File: config.mk
export PLATFORM = sky130hd
export DESIGN_NAME = pcl_pad_cell
export DESIGN_NICKNAME = d
export VERILOG_FILES = /design/src/pcl_pkg.sv /design/src/pcl_clock_lines.sv /design/src/pcl_pad_cell.sv /design/src/pcl_storage.sv
export SDC_FILE = /design/constraint.sdc
export NUM_CORES = 1
export LEC_CHECK = 0
export BUFFER_PORTS_ARGS = -buffer_cell sky130_fd_sc_hd__buf_4
export CAP_MARGIN = 15
export CORE_MARGIN = 1.5
export CORE_UTILIZATION = 35
export DETAILED_ROUTE_END_ITERATION = 16
export GPL_TIMING_DRIVEN = 0
export SYNTH_ARGS = -nofsm -noshare
export SYNTH_HDL_FRONTEND = slang
export SYNTH_SLANG_ARGS = --single-unit
File: constraint.sdc
create_clock -name ref_clk -period 1.6 [get_ports ref_clk]
set_input_delay 0.08 -clock ref_clk [delete_from_list [all_inputs] [get_ports ref_clk]]
set_output_delay 0.08 -clock ref_clk [all_outputs]
set_load 0.1 [all_outputs]
File: src/pcl_pkg.sv
// pcl_pkg: constants and carriers for the configurable pad cell block
// assumes one clock domain; configuration bits are loaded by outside logic
//
// How it works
// - The cell hands user logic both the plain pin value and the stored input value.
// - One configuration bit makes the input storage a flip-flop or a latch.
// - Polarity is set per clock line, two lines on each of four die edges.
// - A line that clocks flip-flops on its rise opens latches while low, and the reverse.
// - All input and output storage clears while loading and while the chip reset is low.
// - One configuration bit inverts the data sent to the output driver.
// - Configuration selects driver always on, always off, or steered by the control net.
// - Effective control one turns the driver off; zero makes it drive the pin.
// - One more bit inverts the control so it becomes an output enable.
// - Configuration picks direct or registered output data.
// - The output register takes data on the rise of one of the edge's two buffered lines.
// - A weak pull-up, on by default, applies only while the pin is not driven.
// - A per-cell option selects fast or slew-limited output transitions.
// - One global bit selects TTL or CMOS input thresholds for all pads.
// - Configuration bits change only during loading and hold still otherwise.
package pcl_pkg;
	localparam int EDGE_COUNT  = 4;
	localparam int LINES_EDGE  = 2;
	localparam int LINE_COUNT  = EDGE_COUNT * LINES_EDGE;
	localparam int LINE_IDX_W  = $clog2(LINE_COUNT);
	localparam logic STORE_RESET = 1'h0;

	// driver behaviour codes
	typedef enum logic [1:0] {
		DRV_OFF   = 2'h0,
		DRV_ON    = 2'h1,
		DRV_NET   = 2'h2
	} pcl_drive_e;

	// per-cell static options
	typedef struct packed {
		logic        inLatch;     // input storage is latch
		logic        inLineSel;   // which of the edge's two lines
		logic        outInvert;
		logic        outRegistered;
		logic        outLineSel;
		pcl_drive_e  driveMode;
		logic        ctlInvert;   // control acts as enable
		logic        pullUpEn;
		logic        fastSlew;
	} pcl_cfg_s;

	localparam pcl_cfg_s CFG_DEFAULT = '{
		inLatch: 1'h0, inLineSel: 1'h0, outInvert: 1'h0,
		outRegistered: 1'h0, outLineSel: 1'h0, driveMode: DRV_NET,
		ctlInvert: 1'h0, pullUpEn: 1'h1, fastSlew: 1'h0};
endpackage : pcl_pkg

File: src/pcl_clock_lines.sv
// pcl_clock_lines: polarity buffers and edge detect for the eight clock lines
// assumes line inputs are already synchronised to ref_clk
`timescale 1ns/1ps
module pcl_clock_lines #(
	parameter int LINES = pcl_pkg::LINE_COUNT
) (
	input  wire logic             ref_clk,
	input  wire logic             sys_rst,
	input  wire logic [LINES-1:0] lineIn,
	input  wire logic [LINES-1:0] lineInvert,
	output logic      [LINES-1:0] lineLevel,
	output logic      [LINES-1:0] lineRise
);
	logic [LINES-1:0] prev_reg;
	logic [LINES-1:0] prev_next;

	// polarity is per line so every cell on the line sees one sense
	always_comb
	begin
		lineLevel = lineIn ^ lineInvert;
		lineRise  = lineLevel & ~prev_reg;
		prev_next = lineLevel;
	end

	always_ff @(posedge ref_clk)
	begin
		if (sys_rst)
			prev_reg <= '0;
		else
			prev_reg <= prev_next;
	end
endmodule : pcl_clock_lines

File: src/pcl_pad_cell.sv
// pcl_pad_cell: a group of configurable pad cells along the die edges
// assumes configuration is written by a loader while cfgLoading is high;
// pins arrive asynchronously and are synchronised here
`timescale 1ns/1ps
module pcl_pad_cell #(
	parameter int CELLS = 8,
	parameter int LINES = pcl_pkg::LINE_COUNT
) (
	input  wire logic                 ref_clk,
	input  wire logic                 sys_rst,
	input  wire logic                 chipResetN,
	input  wire logic                 cfgLoading,
	input  wire logic                 cfgWrite,
	input  wire logic [7:0]           cfgCell,
	input  wire pcl_pkg::pcl_cfg_s    cfgData,
	input  wire logic                 cfgTtl,
	input  wire logic [LINES-1:0]     cfgLineInvert,
	input  wire logic [7:0]           readCell,
	input  wire logic [LINES-1:0]     clockLine,
	input  wire logic [CELLS-1:0]     padIn,
	input  wire logic [CELLS-1:0]     outData,
	input  wire logic [CELLS-1:0]     triCtl,
	output logic      [CELLS-1:0]     padOut,
	output logic      [CELLS-1:0]     padOeN,
	output logic      [CELLS-1:0]     padPullUp,
	output logic      [CELLS-1:0]     padFast,
	output logic                      padTtl,
	output logic      [CELLS-1:0]     directIn,
	output logic      [CELLS-1:0]     storedIn,
	output pcl_pkg::pcl_cfg_s         readData
);
	// configuration memory, only touched during loading
	pcl_pkg::pcl_cfg_s cfg_reg [CELLS];
	logic [LINES-1:0] inv_reg;
	logic ttl_reg;
	pcl_pkg::pcl_cfg_s rd_reg;
	pcl_pkg::pcl_cfg_s rd_next;

	// two-stage synchronisers for pins, lines and reset
	logic [CELLS-1:0] pinS1_reg;
	logic [CELLS-1:0] pinS2_reg;
	logic [LINES-1:0] clkS1_reg;
	logic [LINES-1:0] clkS2_reg;
	logic             rstS1_reg;
	logic             rstS2_reg;
	logic             clearAll;

	logic [LINES-1:0] lineLevel;
	logic [LINES-1:0] lineRise;
	logic [CELLS-1:0] outStore;
	logic [CELLS-1:0] outNext;
	logic [CELLS-1:0] oeNNext;
	logic [CELLS-1:0] pullNext;
	logic [CELLS-1:0] fastNext;
	logic [CELLS-1:0] directNext;
	logic [CELLS-1:0] storedNow;
	logic [CELLS-1:0] padOut_reg;
	logic [CELLS-1:0] padOeN_reg;
	logic [CELLS-1:0] padPullUp_reg;
	logic [CELLS-1:0] padFast_reg;
	logic [CELLS-1:0] directIn_reg;
	logic [CELLS-1:0] storedIn_reg;

	always_ff @(posedge ref_clk)
	begin
		if (sys_rst)
		begin
			pinS1_reg <= '0;
			pinS2_reg <= '0;
			clkS1_reg <= '0;
			clkS2_reg <= '0;
			rstS1_reg <= 1'h0;
			rstS2_reg <= 1'h0;
		end
		else
		begin
			pinS1_reg <= padIn;
			pinS2_reg <= pinS1_reg;
			clkS1_reg <= clockLine;
			clkS2_reg <= clkS1_reg;
			rstS1_reg <= chipResetN;
			rstS2_reg <= rstS1_reg;
		end
	end

	// storage cleared by loading or by low chip reset
	assign clearAll = cfgLoading | ~rstS2_reg;

	// index width for the cell selects, at least one bit
	localparam int LINE_IDX_SAFE = (CELLS > 1) ? $clog2(CELLS) : 1;

	// config writes only while loading; reads return a frozen copy
	always_comb
	begin
		rd_next = rd_reg;
		if (!cfgLoading && readCell < 8'(CELLS))
			rd_next = cfg_reg[readCell[LINE_IDX_SAFE-1:0]];
	end

	always_ff @(posedge ref_clk)
	begin
		if (sys_rst)
		begin
			for (int c = 0; c < CELLS; c++)
				cfg_reg[c] <= pcl_pkg::CFG_DEFAULT;
			inv_reg <= '0;
			ttl_reg <= 1'h1;
			rd_reg  <= pcl_pkg::CFG_DEFAULT;
		end
		else
		begin
			if (cfgLoading)
			begin
				inv_reg <= cfgLineInvert;
				ttl_reg <= cfgTtl;
				if (cfgWrite && cfgCell < 8'(CELLS))
					cfg_reg[cfgCell[LINE_IDX_SAFE-1:0]] <= cfgData;
			end
			rd_reg <= rd_next;
		end
	end

	pcl_clock_lines #(.LINES(LINES)) uLines (
		.ref_clk    (ref_clk),
		.sys_rst    (sys_rst),
		.lineIn     (clkS2_reg),
		.lineInvert (inv_reg),
		.lineLevel  (lineLevel),
		.lineRise   (lineRise)
	);

	// one cell per loop step; cells split evenly over the four edges
	for (genvar c = 0; c < CELLS; c++)
	begin : gCell
		localparam int EDGE = (c * pcl_pkg::EDGE_COUNT) / CELLS;
		localparam int BASE = EDGE * pcl_pkg::LINES_EDGE;
		logic inLine;
		logic inRise;
		logic okLine;
		logic okRise;
		logic dataOut;
		logic ctlRaw;
		logic ctlEff;

		assign inLine = lineLevel[BASE + int'(cfg_reg[c].inLineSel)];
		assign inRise = lineRise[BASE + int'(cfg_reg[c].inLineSel)];
		assign okLine = lineLevel[BASE + int'(cfg_reg[c].outLineSel)];
		assign okRise = lineRise[BASE + int'(cfg_reg[c].outLineSel)];

		pcl_storage uIn (
			.ref_clk   (ref_clk),
			.sys_rst   (sys_rst),
			.clear     (clearAll),
			.asLatch   (cfg_reg[c].inLatch),
			.lineLevel (inLine),
			.lineRise  (inRise),
			.dataIn    (pinS2_reg[c]),
			.dataOut   (storedNow[c])
		);

		// output register is always edge triggered on the rising line
		pcl_storage uOut (
			.ref_clk   (ref_clk),
			.sys_rst   (sys_rst),
			.clear     (clearAll),
			.asLatch   (1'h0),
			.lineLevel (okLine),
			.lineRise  (okRise),
			.dataIn    (outData[c]),
			.dataOut   (outStore[c])
		);

		always_comb
		begin
			dataOut = cfg_reg[c].outRegistered ? outStore[c] : outData[c];
			ctlRaw  = triCtl[c] ^ cfg_reg[c].ctlInvert;
			unique case (cfg_reg[c].driveMode)
				pcl_pkg::DRV_ON:  ctlEff = 1'h0;
				pcl_pkg::DRV_OFF: ctlEff = 1'h1;
				pcl_pkg::DRV_NET: ctlEff = ctlRaw;
				default:          ctlEff = 1'h1;
			endcase
			outNext[c]    = dataOut ^ cfg_reg[c].outInvert;
			oeNNext[c]    = ctlEff;
			// pull-up only when undriven, so it never fights the driver
			pullNext[c]   = cfg_reg[c].pullUpEn & ctlEff;
			fastNext[c]   = cfg_reg[c].fastSlew;
			directNext[c] = pinS2_reg[c];
		end
	end

	// all outputs leave from flip-flops; costs one cycle of latency
	always_ff @(posedge ref_clk)
	begin
		if (sys_rst)
		begin
			padOut_reg    <= '0;
			padOeN_reg    <= '1;
			padPullUp_reg <= '0;
			padFast_reg   <= '0;
			directIn_reg  <= '0;
			storedIn_reg  <= '0;
		end
		else
		begin
			padOut_reg    <= outNext;
			padOeN_reg    <= cfgLoading ? '1 : oeNNext;
			padPullUp_reg <= pullNext;
			padFast_reg   <= fastNext;
			directIn_reg  <= directNext;
			storedIn_reg  <= storedNow;
		end
	end

	assign padOut    = padOut_reg;
	assign padOeN    = padOeN_reg;
	assign padPullUp = padPullUp_reg;
	assign padFast   = padFast_reg;
	assign padTtl    = ttl_reg;
	assign directIn  = directIn_reg;
	assign storedIn  = storedIn_reg;
	assign readData  = rd_reg;
endmodule : pcl_pad_cell

File: src/pcl_storage.sv
// pcl_storage: one storage element, flip-flop or latch on a clock line
// assumes rise and level come from pcl_clock_lines on the same clock
`timescale 1ns/1ps
module pcl_storage (
	input  wire logic ref_clk,
	input  wire logic sys_rst,
	input  wire logic clear,
	input  wire logic asLatch,
	input  wire logic lineLevel,
	input  wire logic lineRise,
	input  wire logic dataIn,
	output logic      dataOut
);
	logic held_reg;
	logic held_next;

	// latch opens while line low: same line that rises for flip-flops
	always_comb
	begin
		held_next = held_reg;
		if (clear)
			held_next = pcl_pkg::STORE_RESET;
		else if (asLatch && !lineLevel)
			held_next = dataIn;
		else if (!asLatch && lineRise)
			held_next = dataIn;
	end

	always_ff @(posedge ref_clk)
	begin
		if (sys_rst)
			held_reg <= pcl_pkg::STORE_RESET;
		else
			held_reg <= held_next;
	end

	assign dataOut = held_reg;
endmodule : pcl_storage
==> results of run 1 <==
## routing by layer
layer / vias up / GRT usage / wire length, um
met5: - / 0 / 0
met4: 0 / 0.0532 / 489
met3: 35 / 0.0207 / 913
met2: 117 / 0.293 / 9960
met1: 2541 / 0.218 / 8590
li1: 2601 / - / -
## report_power, final
part	internal (mW)	switching [mW]	total (mW)
registers	5.65	0.132	5.78
clock network	3.28	2.02	5.30
logic	0.584	0.873	1.46
## final cells by class
| cell class | count | area share |
|---|---|---|
| Buffer | 24 | 0.0103 |
| Inverter | 1 | 0.000350 |
| Timing Repair Buffer | 186 | 0.143 |
| Multi-Input combinational cell | 399 | 0.283 |
| Clock inverter | 2 | 0.00327 |
| Tap cell | 285 | 0.0333 |
| Clock buffer | 38 | 0.0688 |
| Sequential cell | 205 | 0.458 |
## cell usage in the layout (no fill, tap or decap), types with 3 or more instances in the layout
| cell type | synthesis | layout |
|---|---|---|
| dlygate4sd3_1 | 0 | 53 |
| o22ai_1 | 8 | 8 |
| mux4_2 | 20 | 21 |
| clkbuf_8 | 0 | 4 |
| edfxtp_1 | 80 | 80 |
| nor2b_1 | 60 | 60 |
| xor2_1 | 11 | 11 |
| buf_1 | 3 | 3 |
| nor3_1 | 18 | 18 |
| a21oi_1 | 8 | 8 |
| clkbuf_16 | 0 | 26 |
| buf_2 | 8 | 8 |
| buf_4 | 2 | 135 |
| nand2b_1 | 6 | 6 |
| dfxtp_1 | 125 | 125 |
| or3_1 | 12 | 12 |
| mux4_1 | 8 | 7 |
| and2_1 | 66 | 66 |
| nor2_1 | 50 | 47 |
| xnor2_2 | 4 | 7 |
| nor2_2 | 1 | 4 |
| xnor2_1 | 9 | 5 |
| nor3b_1 | 8 | 8 |
| nand2_1 | 50 | 50 |
| clkbuf_1 | 9 | 16 |
| clkbuf_2 | 2 | 3 |
| mux2i_1 | 37 | 36 |
| mux2_2 | 3 | 3 |
| or2_2 | 8 | 8 |
## tightest hold or removal path: cells and delay by family
kind,cells,cell delay (ns)
buffers and inverters,1,0.09
and+or+nand+nor,2,0.13
muxes,1,0.08
xor gates and xnor gates,1,0.06
## how the worst min path moves through the flow
stage | slack (ns) | startpoint | end
2_1_floorplan | 0.20 | cfgTtl | padTtl
3_3_place_gp | 0.29 | clockLine[4] | clkS1_reg[4]
3_5_place_dp | 0.29 | cfgTtl | padTtl
4_1_cts | 0.03 | triCtl[2] | padOeN[2]
5_1_grt | 0.001 | triCtl[7] | padOeN[7]
6_report | -0.04 | triCtl[7] | padOeN[7]
## cells in the mapped netlist
library cell    n  share of area
a211o_1         1         0.0011
a21oi_1         8         0.0050
a31oi_1         2         0.0016
and2_1         66          0.052
buf_1           3         0.0014
buf_2           8         0.0050
buf_4           2         0.0019
clkbuf_1        9         0.0042
clkbuf_2        2         0.0013
dfxtp_1       125           0.31
edfxtp_1       80           0.30
inv_1           1        0.00047
mux2_2          3         0.0042
mux2i_1        37          0.046
mux4_1          8          0.026
mux4_2         20          0.056
nand2_1        50          0.023
nand2b_1        6         0.0047
nand3_1         2         0.0013
nand3_2         1         0.0013
nand3b_2        1         0.0014
nor2_1         50          0.023
nor2_2          1        0.00078
nor2b_1        60          0.047
nor3_1         18          0.011
nor3_2          2         0.0025
nor3b_1         8         0.0075
nor4_1          1        0.00078
nor4b_2         2         0.0038
o22ai_1         8         0.0063
or2_2           8         0.0063
or3_1          12         0.0094
xnor2_1         9         0.0098
xnor2_2         4         0.0081
xor2_1         11          0.012
## cells by family (layout without fill, tap and decap cells)
| family | Yosys count | after routing | synth area share |
|---|---|---|---|
| compound gates | 19 | 19 | 0.0139 |
| xor+xnor | 24 | 24 | 0.0300 |
| buf+inv | 25 | 251 | 0.0142 |
| flops | 205 | 205 | 0.613 |
| mux | 68 | 68 | 0.133 |
| simple gates | 288 | 288 | 0.196 |
## stage by stage
| step | TNS (ns) | util | worst slack (ns) | hold slack, ns |
|---|---|---|---|---|
| global route | -3.57 | 0.475 | -0.137 | 0.00108 |
| detailed placement | -44.50 | 0.413 | -0.558 | 0.286 |
| CTS | 0 | 0.472 | 0.0128 | 0.0345 |
| global placement | -42.43 | 0.413 | -0.525 | 0.290 |
| floorplan | 0 | - | 0.101 | 0.198 |
| finish | 0 | 0.475 | 0.0408 | -0.0358 |
## what timing repair did
item / in CTS / in global routing
hold endpoints to repair: 131 / 0
endpoints found under the setup margin: 21 / 59
hold buffers: 54 / 0
buffers inserted: 0 / 4
gates resized for setup: 3 / 7
pin swaps: 0 / 4
==> out/qor.csv, run 1 <==
stage,metric,value,unit
status,status,finished with violations,
status,failed_checks,negative hold slack,
clocking,clock_path_buffers,3,
worst_setup_path,worstSetupPathType,primary input to flip-flop,
sta,relSlewSlack,0.493,
detailed_routing,routed_wl,19900,um
worst_hold_path,hp-class,primary input to flip-flop,
worst_setup_path,rr_startpoint,clkS2_reg[7],
detailed_routing,drt_iter0_drc,260,
clocking,cts_buffers,22,
layout,drive_gt1_frac,0.268,
floorplanning,die-area,23800,um2
clocking,clk_latency,0.50,ns
worst_setup_path,worstSetupPathDepth,5,
clocking,cts-root-buf,clkbuf_16,
worst_setup_path,crit_start,cfgCell[1],
pwr,totalPowerFinal,12.5,mW
sta,rsz0062_at_grt,yes,
placement,dp_hpwl,14600,um
worst_setup_path,critical_path_required,1.78,ns
worst_setup_path,worstSetupEndpointType,flip-flop,
sta,fin_skew,0.00617,ns
sta,fin_crit,1.56,ns
sta,slew_viol_final,0,
worst_setup_path,reg2reg_slack,0.11,ns
pwr,power_leakage,4.25,nW
worst_setup_path,cp-start-kind,primary input,
worst_setup_path,arrival,1.74,ns
worst_setup_path,path_max_fanout,10,
yosys,synth_nets,701,
yosys,synth-seq-area-share,0.613,
detailed_routing,num_vias,5294,
detailed_routing,avgRoutedWirePerCell,17.5,um
global_route,grt_max_degree,14,
clocking,cts_tree,yes,
global_route,first_global_vias,5407,
worst_setup_path,worst_path_largest_cell_delay,0.53,ns
layout,finalInstanceArea,10700,um2
placement,placed_cells_incl_taps,1043,
sta,period_share,0.974,
detailed_routing,first_pass_iters,4,
yosys,avgSynthCellArea,12.7,um2
placement,portBuffers,129,
run,maxCapViolCount,0,
sta,whs,-0.0358,ns
layout,n_fill_cell,2044,
pwr,power_density,1170,nW/um2
global_route,grt_first_pass_wirelength,30600,um
clocking,h-tree-depth,1,
sta,hold_violations,1,
detailed_routing,route.detailed.drc,0,
worst_setup_path,cp-endpoint,cfg_reg[1][7],
floorplanning,design.core.area,22600,um2
global_route,grt.total_usage,0.168,
sta,setup_viol_count_final,0,
yosys,ys.warnings.count,0,
layout,final-seq-area,4900,um2
floorplanning,dieWidth,154,um
worst_hold_path,holdPathStages,5,
floorplanning,initial_core_util,0.355,
yosys,synth_seq_cells,205,
worst_setup_path,path_cells,dlygate4sd3_1 -> buf_4 -> nand2b_1 -> nor2_1 -> or2_2,
clocking,cts_num_sinks,205,
detailed_routing,viasPerCell,4.64,
yosys,synthCells,629,
floorplanning,fp.dieH,154,um
global_route,overflow,0,
sta,worst_pin_slew,0.760,ns
worst_setup_path,crit_buf_inv,2,
sta,fmax,641,MHz
layout,multi_input_area,3040,um2
clocking,path_clk_slew,0.06,ns
worst_setup_path,rr_worst_depth,4,
floorplanning,io-pin-count,131,
yosys,syn-cell-area,8010,um2
worst_setup_path,cp_slowest_cell,dlygate4sd3_1,
placement,placed_cell_area,9330,um2
worst_setup_path,r2r_end,gCell[7].uIn.dataOut,
layout,diodes,0,
layout,final_nets,911,
placement,gp_congestion,0.786,
detailed_routing,ant_nets,0,
pwr,ir_drop,0.000715,V
floorplanning,core.rowCount,55,
layout,largest_reg_flops,80,
worst_setup_path,crit_family,simple AND/OR/NAND/NOR gates,
layout,area.growth.synth_to_final,33.8,%
global_route,antenna_found_initial,0,
yosys,ys_types,35,
layout,instances_no_fill,1140,
(Power assumes the default switching activity.)
==> run 2: changes to the inputs <==
==> constraint.sdc (replaced) <==
create_clock -name ref_clk -period 1.4 [get_ports ref_clk]
set_input_delay 0.07 -clock ref_clk [delete_from_list [all_inputs] [get_ports ref_clk]]
set_output_delay 0.07 -clock ref_clk [all_outputs]
set_load 0.1 [all_outputs]
==> out/qor.csv, run 2 (synthesis gave the netlist of run 1 again) <==
stage,metric,value,unit
status,status,finished with violations,
status,failed_checks,negative setup slack,
global_route,grt_first_pass_wirelength,30100,um
sta,worst_pin_slew,0.639,ns
clocking,h-tree-depth,1,
sta,final.setup.worst_slack,-0.0514,ns
detailed_routing,routed_wl,20000,um
global_route,first_global_vias,5457,
global_route,grt.total_usage,0.166,
detailed_routing,met1_length,9010,um
layout,layout_common_cells,"buf_4 (151), dfxtp_1 (113), edfxtp_1 (80)",
worst_setup_path,path_max_fanout,3,
clocking,clock_path_buffers,3,
layout,largest_reg_flops,80,
layout,mostFrequentLayoutCell,buf_4,
worst_setup_path,worstSetupPathType,flip-flop to flip-flop,
detailed_routing,met3_length,1050,um
worst_hold_path,hp-class,primary input to flip-flop,
run,maxCapViolCount,0,
clocking,cts_num_sinks,205,
sta,fmax,689,MHz
sta,fin_skew,0.00945,ns
detailed_routing,route.detailed.drc,0,
worst_setup_path,path_cells,xnor2_4 -> buf_4 -> mux4_2 -> mux2i_1,
floorplanning,dieWidth,154,um
worst_setup_path,crit_buf_inv,1,
sta,hold_violations,0,
clocking,cts_tree,yes,
clocking,cts_buffers,22,
placement,placed_cell_area,9380,um2
clocking,path_clk_slew,0.06,ns
placement,portBuffers,129,
global_route,overflow,0,
worst_setup_path,critical_path_required,1.78,ns
worst_setup_path,cp_slowest_cell,mux4_2,
layout,diodes,0,
layout,final_nets,929,
clocking,clk_latency,0.50,ns
placement,gp_congestion,0.811,
floorplanning,fp.dieH,154,um
floorplanning,design.core.area,22600,um2
detailed_routing,wl_met2,9570,um
detailed_routing,avgRoutedWirePerCell,17.3,um
layout,area.growth.synth_to_final,36.6,%
detailed_routing,drt_iter0_drc,298,
floorplanning,io-pin-count,131,
sta,fin_crit,1.45,ns
worst_setup_path,worst_path_largest_cell_delay,0.52,ns
pwr,ir_drop,0.000681,V
sta,relSlewSlack,0.574,
sta,period_share,1.04,
layout,finalInstanceArea,10900,um2
sta,slew_viol_final,0,
global_route,grt_max_degree,14,
detailed_routing,top_layer_used,met4,
floorplanning,initial_core_util,0.355,
clocking,cts-root-buf,clkbuf_16,
detailed_routing,viasPerCell,4.69,
floorplanning,core.rowCount,55,
worst_setup_path,worstSetupEndpointType,flip-flop,
global_route,antenna_found_initial,0,
sta,setup_viol_count_final,2,
layout,drive_gt1_frac,0.317,
floorplanning,die-area,23800,um2
layout,n_fill_cell,2038,
pwr,power_leakage,4.34,nW
pwr,power_density,1300,nW/um2
pwr,totalPowerFinal,14.2,mW
placement,dp_hpwl,14600,um
detailed_routing,num_vias,5426,
detailed_routing,ant_nets,0,
worst_setup_path,cp-start-kind,flip-flop,
sta,rsz0062_at_grt,yes,
worst_setup_path,arrival,1.83,ns
worst_setup_path,crit_family,multiplexers,
detailed_routing,first_pass_iters,4,
run 2: cell count changes in the layout (fill, tap and decap cells not counted), moves of 5 or more:
cell / change
nor2_4: +5
mux4_2: +7
dfxtp_2: +11
nor2_1: -8
mux4_1: -7
dfxtp_1: -12
buf_4: +16
run 2: power breakdown:
part	total [mW]	switching, mW	internal [mW]
sequential	6.61	0.155	6.46
combinational	1.76	1.04	0.728
clock	5.80	2.28	3.52
run 2: cell type report:
type / instances / area (um2) / area share
timing repair buffer: 203 / 1660 / 0.152
clock buffer: 32 / 673 / 0.0616
buffer: 24 / 110 / 0.0101
sequential: 205 / 4920 / 0.450
clock inverter: 8 / 65.1 / 0.00595
multi-input combinational: 400 / 3140 / 0.287
inverter: 1 / 3.75 / 0.000343
tap: 285 / 357 / 0.0326
run 2: repair_timing:
item,CTS,global route
endpoints found under the hold margin,131,0
hold buffers,53,0
pin swaps,9,5
gates cloned,0,1
setup endpoints to repair,45,71
resized for setup,24,19
buffers inserted,11,10
run 2: worst paths after layout:
path	slack, ns	cells after the start	end	from
max reg2reg	-0.05	4	gCell[6].uIn.dataOut	clkS2_reg[7]
max	-0.05	4	gCell[6].uIn.dataOut	clkS2_reg[7]
min	0.03	5	padOeN[0]	triCtl[0]
min reg2reg	0.43	1	directNext[1]	pinS1_reg[1]
run 2: stage by stage:
stage          utilization  hold WS, ns  std cells  setup WS (ns)  TNS (ns)
2_1_floorplan            -        0.188        629        -0.0638     -1.02
3_3_place_gp         0.415        0.274       1043         -0.603    -57.26
3_5_place_dp         0.415        0.284       1043         -0.615    -62.10
4_1_cts              0.477       0.0171       1147        -0.0924     -1.84
5_1_grt              0.484       0.0608       1158        -0.0935    -0.195
6_report             0.484       0.0286       1158        -0.0514   -0.0792
run 2: metal layers:
metal,GRT usage,vias to the layer above
li1,-,2652
met1,0.220,2629
met2,0.283,114
met3,0.0227,31
met4,0.0472,0
met5,0,-
run 2: worst register-to-register path, stage by stage, from the launching register on:
cell and delay [ns]:
dfxtp_2 0.34, xnor2_4 0.17, buf_4 0.16, mux4_2 0.52
mux2i_1 0.15
